## src/pkg/autoload_pkg.sv

```systemverilog
// shared constants and types for the autoload strap and status block
`default_nettype none
package autoload_pkg;

  localparam int unsigned ADDR_W = 12;
  localparam int unsigned DATA_W = 32;
  localparam int unsigned STRAP_W = 3;

  // register byte offsets
  localparam logic [11:0] OFF_TEST_STATUS = 12'h0cc;
  localparam logic [11:0] OFF_SUBSYS = 12'h0f0;
  localparam logic [11:0] OFF_IRQ_STATUS = 12'h100;
  localparam logic [11:0] OFF_IRQ_MASK = 12'h104;

  // field positions in the test and status word
  localparam int unsigned BIT_ORDER_POS = 29;
  localparam int unsigned BIT_FAST_POS = 28;
  localparam int unsigned BIT_NOBYPASS_POS = 27;
  localparam int unsigned BIT_SUCCESS_POS = 26;
  localparam int unsigned BIT_DISABLE_POS = 24;

  // field positions in the subsystem word
  localparam int unsigned VENDOR_LSB = 0;
  localparam int unsigned IDENT_LSB = 16;

  // strap line index per option
  localparam int unsigned STRAP_ORDER = 2;
  localparam int unsigned STRAP_FAST = 1;
  localparam int unsigned STRAP_NOBYPASS = 0;

  // interrupt event bits
  localparam int unsigned IRQ_W = 2;
  localparam int unsigned EV_LOAD_OK = 0;
  localparam int unsigned EV_LOAD_FAIL = 1;

  // values after reset
  localparam logic RST_SUCCESS = 1'b0;
  localparam logic RST_DISABLE = 1'b1;
  localparam logic [1:0] RST_IRQ = 2'h0;
  localparam logic [31:0] RST_RDATA = 32'h0000_0000;

  typedef enum logic [2:0] {
    ST_SETTLE,
    ST_LAUNCH,
    ST_BUSY,
    ST_LOADED,
    ST_FAILED,
    ST_SKIPPED
  } load_state_type;

  typedef struct packed {
    logic [11:0] paddr;
    logic        psel;
    logic        penable;
    logic        pwrite;
    logic [31:0] pwdata;
  } apb_req_type;

  typedef struct packed {
    logic [15:0] ident;
    logic [15:0] vendor;
  } subsys_type;

endpackage : autoload_pkg

`default_nettype wire

```

## src/verilog/strap_capture.sv

```systemverilog
// samples strap pins while reset is held and keeps them afterwards
`timescale 1ns/1ns
`default_nettype none

module strap_capture #(
  parameter int unsigned WIDTH = 3
) (
  input  wire logic             clk,
  input  wire logic             rst,
  input  wire logic [WIDTH-1:0] pins,
  output var  logic [WIDTH-1:0] held_q
);

  // pins are not constants, so no async load: sampled on edges inside reset
  // capture during reset
  always_ff @(posedge clk) begin
    if (rst) begin
      held_q <= pins;
    end
  end

endmodule : strap_capture

`default_nettype wire

```

## src/verilog/eeprom_autoload_straps.sv

```systemverilog
// autoload strap capture, autoload status and subsystem identity registers
// What this block does
// - bit 29 shows serial bit order, one means lsb first, from grant line 2
// - bit 28 shows autoload speed, zero means fast, from grant line 1
// - bit 27 shows bypass option, one means autoload proceeds, from grant line 0
// - bit 26 is one only after a successful autoload, else zero, resets zero
// - reserved bits 31:30 and 25 of the test word read as zero
// - subsystem vendor in 15:0 and identity in 31:16, defaults, autoload may replace
//
// The implementer's own choice: register access over APB.
`timescale 1ns/1ns
`default_nettype none

module eeprom_autoload_straps #(
  // arbitrary neutral identity values
  parameter logic [15:0] SUBSYS_VENDOR_DEFAULT = 16'h5a5a,
  parameter logic [15:0] SUBSYS_IDENT_DEFAULT  = 16'ha5a5
) (
  input  wire logic                        clk,
  input  wire logic                        rst,
  input  wire autoload_pkg::apb_req_type   apb_req,
  output var  logic [31:0]                 prdata,
  output var  logic                        pready,
  output var  logic                        pslverr,
  input  wire logic [2:0]                  sec_grant_pins,
  output var  logic                        load_start,
  output var  logic                        load_lsb_first,
  output var  logic                        load_fast,
  input  wire logic                        load_word_valid,
  input  wire autoload_pkg::subsys_type    load_word,
  input  wire logic                        load_done,
  input  wire logic                        load_ok,
  output var  logic                        irq
);

  ////////////////////////////////////////////////////////////////////
  // state

  typedef struct packed {
    autoload_pkg::load_state_type fsm;
    logic                         success;
    logic                         disable_flag;
    autoload_pkg::subsys_type     ids;
    autoload_pkg::subsys_type     shadow;
    logic                         shadow_valid;
    logic [1:0]                   irq_status;
    logic [1:0]                   irq_mask;
    logic [31:0]                  rdata;
    logic                         err;
    logic                         start;
  } state_type;

  state_type q;
  state_type d;

  logic [2:0]  straps_q;
  logic        setup_phase;
  logic        access_phase;
  logic        wr_access;
  logic        mapped;
  logic [31:0] test_word;
  logic [1:0]  events;
  logic [1:0]  w1c;

  ////////////////////////////////////////////////////////////////////
  // strap capture

  strap_capture #(
    .WIDTH (autoload_pkg::STRAP_W)
  ) u_straps (
    .clk    (clk),
    .rst    (rst),
    .pins   (sec_grant_pins),
    .held_q (straps_q)
  );

  ////////////////////////////////////////////////////////////////////
  // register views

  always_comb begin
    test_word = 32'h0000_0000;
    test_word[autoload_pkg::BIT_ORDER_POS] = straps_q[autoload_pkg::STRAP_ORDER];
    test_word[autoload_pkg::BIT_FAST_POS] = straps_q[autoload_pkg::STRAP_FAST];
    test_word[autoload_pkg::BIT_NOBYPASS_POS] = straps_q[autoload_pkg::STRAP_NOBYPASS];
    test_word[autoload_pkg::BIT_SUCCESS_POS] = q.success;
    test_word[autoload_pkg::BIT_DISABLE_POS] = q.disable_flag;
    test_word[31:30] = 2'h0;
    test_word[25] = 1'b0;
  end

  assign setup_phase  = apb_req.psel & ~apb_req.penable;
  assign access_phase = apb_req.psel & apb_req.penable;
  assign wr_access    = access_phase & apb_req.pwrite;

  always_comb begin
    case (apb_req.paddr)
      autoload_pkg::OFF_TEST_STATUS: mapped = 1'b1;
      autoload_pkg::OFF_SUBSYS:      mapped = 1'b1;
      autoload_pkg::OFF_IRQ_STATUS:  mapped = 1'b1;
      autoload_pkg::OFF_IRQ_MASK:    mapped = 1'b1;
      default:                       mapped = 1'b0;
    endcase
  end

  ////////////////////////////////////////////////////////////////////
  // events and interrupt

  // sequencer below raises these for one cycle
  always_comb begin
    events = 2'h0;
    if (q.fsm == autoload_pkg::ST_BUSY && load_done) begin
      events[autoload_pkg::EV_LOAD_OK]   = load_ok;
      events[autoload_pkg::EV_LOAD_FAIL] = ~load_ok;
    end
  end

  assign w1c = (wr_access && apb_req.paddr == autoload_pkg::OFF_IRQ_STATUS)
             ? apb_req.pwdata[1:0] : 2'h0;

  ////////////////////////////////////////////////////////////////////
  // next state

  always_comb begin
    d = q;
    d.start = 1'b0;

    // autoload sequencer
    case (q.fsm)
      autoload_pkg::ST_SETTLE: begin
        // straps are valid from the first cycle after release
        if (straps_q[autoload_pkg::STRAP_NOBYPASS]) begin
          d.fsm          = autoload_pkg::ST_LAUNCH;
          d.disable_flag = 1'b0;
        end else begin
          d.fsm = autoload_pkg::ST_SKIPPED;
        end
      end
      autoload_pkg::ST_LAUNCH: begin
        d.start = 1'b1;
        d.fsm   = autoload_pkg::ST_BUSY;
      end
      autoload_pkg::ST_BUSY: begin
        // words held aside until done, so a failed load keeps defaults
        if (load_word_valid) begin
          d.shadow       = load_word;
          d.shadow_valid = 1'b1;
        end
        if (load_done) begin
          if (load_ok) begin
            d.success = 1'b1;
            d.fsm     = autoload_pkg::ST_LOADED;
            // autoload replaces identity only when it succeeds
            if (q.shadow_valid) begin
              d.ids = q.shadow;
            end
            if (load_word_valid) begin
              d.ids = load_word;
            end
          end else begin
            d.fsm = autoload_pkg::ST_FAILED;
          end
        end
      end
      // end states hold until the next reset
      autoload_pkg::ST_LOADED: d.fsm = autoload_pkg::ST_LOADED;
      autoload_pkg::ST_FAILED: d.fsm = autoload_pkg::ST_FAILED;
      // bypass leaves success low and disable high
      autoload_pkg::ST_SKIPPED: d.fsm = autoload_pkg::ST_SKIPPED;
      default: d.fsm = autoload_pkg::ST_SETTLE;
    endcase

    // a set in the clearing cycle wins
    d.irq_status = (q.irq_status & ~w1c) | events;

    if (wr_access && apb_req.paddr == autoload_pkg::OFF_IRQ_MASK) begin
      d.irq_mask = apb_req.pwdata[1:0];
    end

    // read data captured in setup so it leaves a flip-flop
    if (setup_phase) begin
      d.err = ~mapped;
      case (apb_req.paddr)
        autoload_pkg::OFF_TEST_STATUS: d.rdata = test_word;
        autoload_pkg::OFF_SUBSYS:      d.rdata = q.ids;
        autoload_pkg::OFF_IRQ_STATUS:  d.rdata = {30'h0, q.irq_status};
        autoload_pkg::OFF_IRQ_MASK:    d.rdata = {30'h0, q.irq_mask};
        default:                       d.rdata = autoload_pkg::RST_RDATA;
      endcase
    end
  end

  ////////////////////////////////////////////////////////////////////
  // registers

  always_ff @(posedge clk or posedge rst) begin
    if (rst) begin
      q.fsm          <= autoload_pkg::ST_SETTLE;
      q.success      <= autoload_pkg::RST_SUCCESS;
      q.disable_flag <= autoload_pkg::RST_DISABLE;
      q.ids          <= {SUBSYS_IDENT_DEFAULT, SUBSYS_VENDOR_DEFAULT};
      q.shadow       <= {SUBSYS_IDENT_DEFAULT, SUBSYS_VENDOR_DEFAULT};
      q.shadow_valid <= 1'b0;
      q.irq_status   <= autoload_pkg::RST_IRQ;
      q.irq_mask     <= autoload_pkg::RST_IRQ;
      q.rdata        <= autoload_pkg::RST_RDATA;
      q.err          <= 1'b0;
      q.start        <= 1'b0;
    end else begin
      q <= d;
    end
  end

  ////////////////////////////////////////////////////////////////////
  // outputs

  // zero wait states: every access completes in its first access cycle
  assign pready         = access_phase;
  // unmapped offsets flag an error but never stall the bus
  assign pslverr        = access_phase & q.err;
  assign prdata         = q.rdata;
  assign load_start     = q.start;
  assign load_lsb_first = straps_q[autoload_pkg::STRAP_ORDER];
  assign load_fast      = ~straps_q[autoload_pkg::STRAP_FAST];
  // level output: stays high until software clears or masks
  assign irq            = |(q.irq_status & q.irq_mask);

endmodule : eeprom_autoload_straps

`default_nettype wire

```

## config.mk

```make
export PLATFORM = sky130hd
export DESIGN_NAME = eeprom_autoload_straps
export DESIGN_NICKNAME = d
export VERILOG_FILES = /design/src/pkg/autoload_pkg.sv /design/src/verilog/strap_capture.sv /design/src/verilog/eeprom_autoload_straps.sv
export SDC_FILE = /design/constraint.sdc
export NUM_CORES = 1
export LEC_CHECK = 0
export BUFFER_PORTS_ARGS = -buffer_cell sky130_fd_sc_hd__buf_2
export CORE_MARGIN = 2
export CORE_UTILIZATION = 34
export CTS_BUF_LIST = sky130_fd_sc_hd__clkbuf_4 sky130_fd_sc_hd__clkbuf_8
export CTS_CLUSTER_SIZE = 28
export DETAILED_ROUTE_END_ITERATION = 10
export PLACE_DENSITY_LB_ADDON = 0.08
export SLEW_MARGIN = 0
export SYNTH_ARGS = -nofsm -noshare
export SYNTH_HDL_FRONTEND = slang
export SYNTH_SLANG_ARGS = --single-unit
```

## constraint.sdc

```tcl
create_clock -name clk -period 2.85 [get_ports clk]
set_input_delay 0.1425 -clock clk [delete_from_list [all_inputs] [get_ports clk]]
set_output_delay 0.1425 -clock clk [all_outputs]
set_load 0.05 [all_outputs]
```

Word-level counts from Yosys, hierarchy flattened
Cells that the tools add are included.
- mux-type cells: 12
- reduce and logical (&&, ||, !) cells: 11
- bitwise operators: 12
- equality and inequality tests: 10
- operators with widths (operator ; number):
    $pmux W32 S4 ; 1
    $mux W32 ; 2
    $eq A12 B8 Y1 const B ; 2
    $eq A12 B9 Y1 const B ; 2
    $pmux W3 S6 ; 1
    $eq A3 B2 Y1 const B ; 2
    $eq A3 B3 Y1 const B ; 2
    $mux W3 ; 2
    $and A1 B1 Y1 ; 4
    $and A2 B2 Y2 ; 2
    $mux W2 ; 2
    $mux W4 ; 1
    $not A1 Y1 ; 4
    $reduce_and A2 Y1 ; 2
    $reduce_and A4 Y1 ; 1
    $reduce_or A4 Y1 ; 1
    $eq A3 B1 Y1 const B ; 1
    $logic_and A1 B1 Y1 ; 3
    $logic_not A3 Y1 ; 1
    $mux W1 ; 3
    $reduce_and A3 Y1 ; 1
    $ne A2 B2 Y1 const B ; 1
    $not A2 Y2 ; 1
    $or A2 B2 Y2 ; 1
    2 further kinds ; 2
- input bits: 87
- word-level logic and storage cells: 59
- register bits after elaboration: 111
- output and inout port bits: 38

Longest topological paths before layout
Gate-level depths: netlist of run 1.
- word-level depth: 7
- depth in mapped cells: 6
- mapped depth without buffers: 4

Hierarchy
Synthesis of run 1 repeated with hierarchy kept, for this count alone.
- cell total of the unflattened synthesis: 359
- area total of the unflattened synthesis: 4987.3 µm²
- by module, submodules not included (module ; times used ; seq. area each (µm²) ; area each (µm²) ; cells an instance):
    eeprom_autoload_straps ; 1 ; 2743.9 ; 4897.2 ; 356
    strap_capture ; 1 ; 90.1 ; 90.1 ; 3

Worst setup path before layout of run 1
Ideal clock, no wire load.
- path kind: register to register
- start point: register q[107] (netlist name)
- end point: register q[49] (netlist name)
- slack: 1.170 ns
- clock period less this slack: 1.680 ns
- required time: 2.725 ns
- buffers on the path: 2
- stages on the path, launching flop included: 6
- arrival: 1.555 ns
- cells stage by stage: dfrtp_1 nor2_1 and3_1 clkbuf_1 buf_2 mux2_2
- cells in the longest elaborated chain, start to end: 2
- RTL lines (item ; RTL line ; text):
    start, declared ; eeprom_autoload_straps.sv:53 ; state_type q;
    $eq A3 B2 Y1 ; eeprom_autoload_straps.sv:128 ; case (q.fsm)
    $reduce_and A2 Y1 (no source line) ; -- ;
No other way between the ends.
A chain may end at the register's enable or synchronous reset.

Final worst setup path of run 1
- start point: register q[107] (netlist name)
- end point: register q[71] (netlist name)
- cells in the longest elaborated chain, start to end: 2
- RTL lines (item ; RTL line):
    $eq A3 B2 Y1 ; eeprom_autoload_straps.sv:128
    $reduce_and A4 Y1 (no source line) ; --
No other way between the ends.

==> metrics.cfg, run 1 <==
[critical_path]
r2r_setup_slack_ns = 0.82
reg2reg_to = q[71]
path_class = flip-flop to flip-flop
r2r-start = q[107]
cp_data_required_time_ns = 3.12
crit_slowest_cell = dfrtp_1
crit_chain = nor2_1, and4_1, o21ai_4, buf_4, mux2_2
crit_path_start = q[107]
startpoint_type = flip-flop
ff2ff_path_depth = 5
arrival_ns = 2.30
end_kind = flip-flop
slowest_delay_ns = 0.46
setup.worst_path.end = q[71]
path_max_fanout = 17

[run_status]
outcome = finished clean

[power]
power_mw = 2.827
p_int_mw = 2.180
p_leak_nw = 2.970
pwr-share-comb_pct = 7.7
power-per-cell-area_nw_per_um2 = 462.9
switching_power_mw = 0.6466
p_sw_share_pct = 22.88
power_frac_seq_pct = 56.2
ir_drop_mv = 0.1944
clockPowerShare_pct = 36.1

[synth]
postSynthCellCount = 364
synthFlopType = dfrtp_1
synth_top_area_share_pct = 37.17
yosysUniqueCellTypes = 46
yosysSeqAreaShare_pct = 56.12
syn_nets = 451
synth_edf_count = 3
ys_async_sr_fraction_pct = 97.30
synth_warnings = 0
netlist_area_um2 = 5050
synth_common_cells = mux2_2, dfrtp_1, buf_4, dfstp_2, a22o_2
synth_most_common_cell = mux2_2
synth_area_leaders = dfrtp_1, mux2_2, dfstp_2
syn_avg_cell_area_um2 = 13.87
ys_seq_elements = 111
synth_top_area_cell = dfrtp_1

[floorplan]
row_count = 44
fp.dieW_um = 125.9
io_pins = 125
coreArea_um2 = 14530
die_area_um2 = 15840
die_height_um = 125.9
start_util_pct = 34.75

[finish]
drive_gt1_share_pct = 58.97
fill_cells = 1390
area_delta_synth_final_pct = 20.94
antenna_cells = 0
fin_nets = 550

[drt]
drt_first_pass_iters = 4
wirelength_um = 11030
wl_per_cell_um = 16.92
final_antenna_net_count = 0
vias_per_cell = 4.831
initialDrtViolationCount = 107
via_count = 3150
drc = 0

[placement]
port_buffers = 94
dp_hpwl_um = 7117
place_ws_ns = 0.8464
place_congestion = 0.8049

[clock_tree]
cts.path.max_buffers = 2
clkTransAtPathRegs_ns = 0.09
cts_tree = done
cts_max_level = 3
root_buffer = clkbuf_8
worstSkewPairLatency_ns = 0.39
post-cts-setup-buffer-count = 0
cts_made_buffers = 9
clock_sinks = 111

[timing]
setup_ws_ns = 0.8160
fin_crit_sh_pct = 71.37
rsz0062_at_grt = no
min_period_ns = 2.034
setup-violations-final = 0
max_slew_margin_pct = 61.22
fin_skew_ns = 0.01544
worst_pin_slew_ns = 0.5795
finalMaxSlewViolations = 0
tns_ns = 0
clock.fmax_mhz = 491.6
final-hold-violation-count = 0

[hold_path]
whs_path_depth = 3
hold_class = input port to flip-flop

[run]
max-cap-violations = 0

[global_routing]
track_usage_pct = 14.69
antenna_found_initial = 0
grt_first_pass_wirelength_um = 18040
grt_max_degree = 52
grt_pass1_vias = 3325
overflow = 0

[cell usage in the layout (no fill, tap or decap), types with 2 or more instances in the layout]
cell type	instances
buf_4	5
buf_2	94
o2bb2ai_1	2
clkbuf_4	3
dfrtp_1	75
mux2_2	99
nand4_1	3
buf_12	2
a22o_1	9
inv_1	4
nand3_1	4
and3_1	2
a22o_2	17
dfstp_2	33
clkbuf_8	11
nand2_1	8
a22oi_1	6
dlygate4sd3_1	39
nor2_1	8
o21ai_0	7
nand2b_1	2
edfxtp_1	3
[through the flow]
step | hold slack (ns) | instances | instance area (um^2) | util, %
detailed placement | 0.2700 | 597 | 5504 | 37.87
finish | 0.09319 | 652 | 6107 | 42.02
global placement | 0.2615 | 597 | 5504 | 37.87
CTS | 0.06577 | 652 | 6107 | 42.02
floorplan | 0.2250 | 364 | 5054 | -
global route | 0.1179 | 652 | 6107 | 42.02
[how the worst min path moves through the flow]
stage | startpoint | to | slack, ns
floorplan | load_ok | q[37] | 0.22
global placement | rst | prdata[27] | 0.26
detailed placement | rst | prdata[27] | 0.27
CTS | load_done | q[37] | 0.07
global route | load_done | q[37] | 0.12
finish | load_done | q[37] | 0.09
[flip-flops by register name, indices dropped and copies added (netlist names)]
signal	flops
load_start	1
prdata	32
q	75
u_straps.held_q	3
[kinds of logic (layout without fill, tap and decap cells)]
group,count (synthesis),count (layout),share of synthesized area (%)
AO/OA/AOI/OAI,51,51,8.325
XOR/XNOR,1,1,0.1735
buffers and inverters,57,161,7.161
flip-flops,111,111,56.12
multiplexers,100,100,22.27
AND/OR/NAND/NOR,44,44,5.947
[critical path, delay by kind of cell, from the launching register on]
family	cells	cell delay, ns
buffers and inverters	1	0.30
DFF	1	0.46
and+or+nand+nor	2	0.65
muxes	1	0.29
AOI/OAI and AO/OA	1	0.21
[repair_timing]
item / in CTS / in global routing
hold buffers: 39 / 0
endpoints found under the hold margin: 52 / 0
resized for setup: 0 / 0
[power groups by stage]
stage               combinational, mW  sequential [mW]  clock (mW)
floorplan                      0.0903             1.62           0
global placement                0.177             1.62           0
detailed placement              0.180             1.62           0
CTS                             0.222             1.59        1.08
global route                    0.241             1.59        1.13
finish                          0.216             1.59        1.02
[routing by layer]
layer / vias up / GRT usage, % / part of all wire, %
li1: 1490 / - / -
met1: 1577 / 19.94 / 47
met2: 70 / 22.99 / 47
met3: 13 / 4.460 / 4.5
met4: 0 / 4.072 / 1.4
met5: - / 0 / 0
[cell type report]
cell class	count	area, um^2	share of cell area (%)
clock buffers	14	173.9	2.848
clock inverters	2	38.79	0.6351
inverters	5	22.52	0.3688
multi-input cells	196	1869	30.61
flip-flops and latches	111	2834	46.40
well taps	184	230.2	3.770
repair buffers	140	938.4	15.37
No activity file was read; power rests on OpenSTA's default activity.
==> inputs of run 2 (changes only) <==
- ABC_AREA: default -> 1
- clock period: 2.85 -> 2 ns (I/O delays scaled with it)
==> metrics.cfg, run 2 <==
[synth]
netlist_area_um2 = 5220
yosysSeqAreaShare_pct = 54.29
synth_area_leaders = dfrtp_1, dfstp_2, mux2_2
synth_top_area_share_pct = 35.95
synth-adder-area-share_pct = 0
synth_top_area_cell = dfrtp_1
postSynthCellCount = 504
synth_top_family_by_area = multiplexers
syn_nets = 591
synth_common_cells = nand2_1, dfrtp_1, inv_1, mux2_2
syn_avg_cell_area_um2 = 10.36
synthMuxAreaShare_pct = 13.69
synth_compound_area_share_pct = 8.102
synth_xor_area_share_pct = 0
synthSimpleGateAreaFrac_pct = 12.63
ys_seq_elements = 111
synthFlopType = dfrtp_1
synth_warnings = 0
synth_edf_count = 3
ys_async_sr_fraction_pct = 97.30
synth_most_common_cell = nand2_1
yosysUniqueCellTypes = 32

[hold_path]
hold_class = input port to flip-flop
whs_path_depth = 4

[clock_tree]
cts_tree = done
post-cts-setup-buffer-count = 0
cts-resized-gates = 0
clkTransAtPathRegs_ns = 0.10
cts_made_buffers = 9
cts_max_level = 3
worstSkewPairLatency_ns = 0.38
cts.path.max_buffers = 2
clock_sinks = 111
cts_hold_buf = 38
root_buffer = clkbuf_8

[floorplan]
die_height_um = 127.9
start_util_pct = 34.59
coreArea_um2 = 15090
die_area_um2 = 16360
row_count = 45
io_pins = 125
fp.dieW_um = 127.9

[critical_path]
crit_chain = nor3_4, nand2_4, mux2_1
arrival_ns = 1.96
ff2ff_path_depth = 3
crit_family = simple AND/OR/NAND/NOR gates
path_buf_inv = 0
path_max_fanout = 33
cp_num_cells = 3
crit_slowest_cell = dfrtp_1
path_class = flip-flop to flip-flop
cp_data_required_time_ns = 2.26
startpoint_type = flip-flop
end_kind = flip-flop
slowest_delay_ns = 0.45

[global_routing]
overflow = 0
antenna_found_initial = 0
grt_first_pass_wirelength_um = 18560
grt_max_degree = 109
track_usage_pct = 14.70
grt_pass1_vias = 3624

[finish]
top_register = q
layout.cells.most_common_list = nand2_1, buf_2, dfrtp_1
largest_reg_flops = 75
fin_nets = 691
register_area_um2 = 2834
area_delta_synth_final_pct = 19.56
antenna_cells = 0
finalNonFillerCells = 797
drive_gt1_share_pct = 36.12
layout_commonest_cell = nand2_1
multi_input_area_um2 = 1797
final_util_pct = 41.36
fill_cells = 1508

[placement]
port_buffers = 94
dp_hpwl_um = 7229
place_ws_ns = 0.2868
place_congestion = 0.7629
dp.cells = 743

[timing]
final-hold-violation-count = 0
finalMaxSlewViolations = 0
setup_ws_ns = 0.2989
rsz0062_at_grt = no
worst_pin_slew_ns = 0.6145
fin_skew_ns = 0.01108
fin_crit_sh_pct = 85.06
min_period_ns = 1.701
tns_ns = 0
max_slew_margin_pct = 59.03
clock.fmax_mhz = 587.8
setup-violations-final = 0
hold_ws_ns = 0.05296

[power]
switching_power_mw = 1.815
power_frac_seq_pct = 54.7
power-per-cell-area_nw_per_um2 = 1026
ir_drop_mv = 0.6439
clockPowerShare_pct = 21.6
p_sw_share_pct = 28.34
p_int_mw = 4.590
pwr-share-comb_pct = 23.7
p_leak_nw = 3.003

[drt]
wl_per_cell_um = 14.13
vias_per_cell = 4.602
via_count = 3668
drt_first_pass_iters = 4
initialDrtViolationCount = 165
wirelength_um = 11260
drc = 0
final_antenna_net_count = 0

[run]
max-cap-violations = 0

[run_status]
outcome = finished clean

[run 2: path summary, 6_finish.rpt]
check	startpoint	end	slack [ns]
worst max-delay path	q[107]	q[67]	0.30
worst min-delay path	load_done	q[106]	0.05
worst max register to register	q[107]	q[67]	0.30
worst min register to register	q[103]	q[103]	0.47
max in group asynchronous	rst	prdata[7]	1.07
min in group asynchronous	rst	q[106]	0.42
[run 2: cells by family after synthesis]
family / after synthesis
muxes: 64
buffers and inverters: 109
DFF: 111
AOI/OAI and AO/OA: 69
and+or+nand+nor: 151
[run 2: power groups by stage]
| stage | Combinational (mW) | Sequential [mW] | Clock [mW] |
|---|---|---|---|
| floorplan | 1.17 | 3.50 | 0 |
| global placement | 1.44 | 3.52 | 0 |
| detailed placement | 1.49 | 3.55 | 0 |
| CTS | 1.56 | 3.51 | 1.47 |
| global route | 1.74 | 3.60 | 1.55 |
| finish | 1.52 | 3.50 | 1.38 |
[run 2: tightest hold or removal path, delay by kind of cell]
kind,cells,cell delay [ns]
buffers and inverters,2,0.18
AND/OR/NAND/NOR,2,0.12
[run 2: through the flow]
step                      area [um^2]  power (mW)
after floorplan                  5224       4.665
after global placement           5663       4.962
after detailed placement         5663       5.043
after CTS                        6241       6.538
after global routing             6241       6.891
final                            6241       6.405
[run 2: area by class of cell]
type                       instances  share of cell area [%]
clock buffer                      12                   2.446
inverter                          56                   3.428
timing repair buffer             142                   15.44
tap                              188                   3.769
clock inverter                     4                  0.7217
sequential                       111                   45.41
multi-input combinational        284                   28.79
[run 2: routing by layer]
| metal | vias up | track usage, % | routed length [um] |
|---|---|---|---|
| met5 | - | 0 | 0 |
| met4 | 0 | 3.878 | 75 |
| met3 | 4 | 4.591 | 450 |
| met2 | 71 | 24.25 | 5465 |
| met1 | 1785 | 18.80 | 5268 |
| li1 | 1808 | - | - |
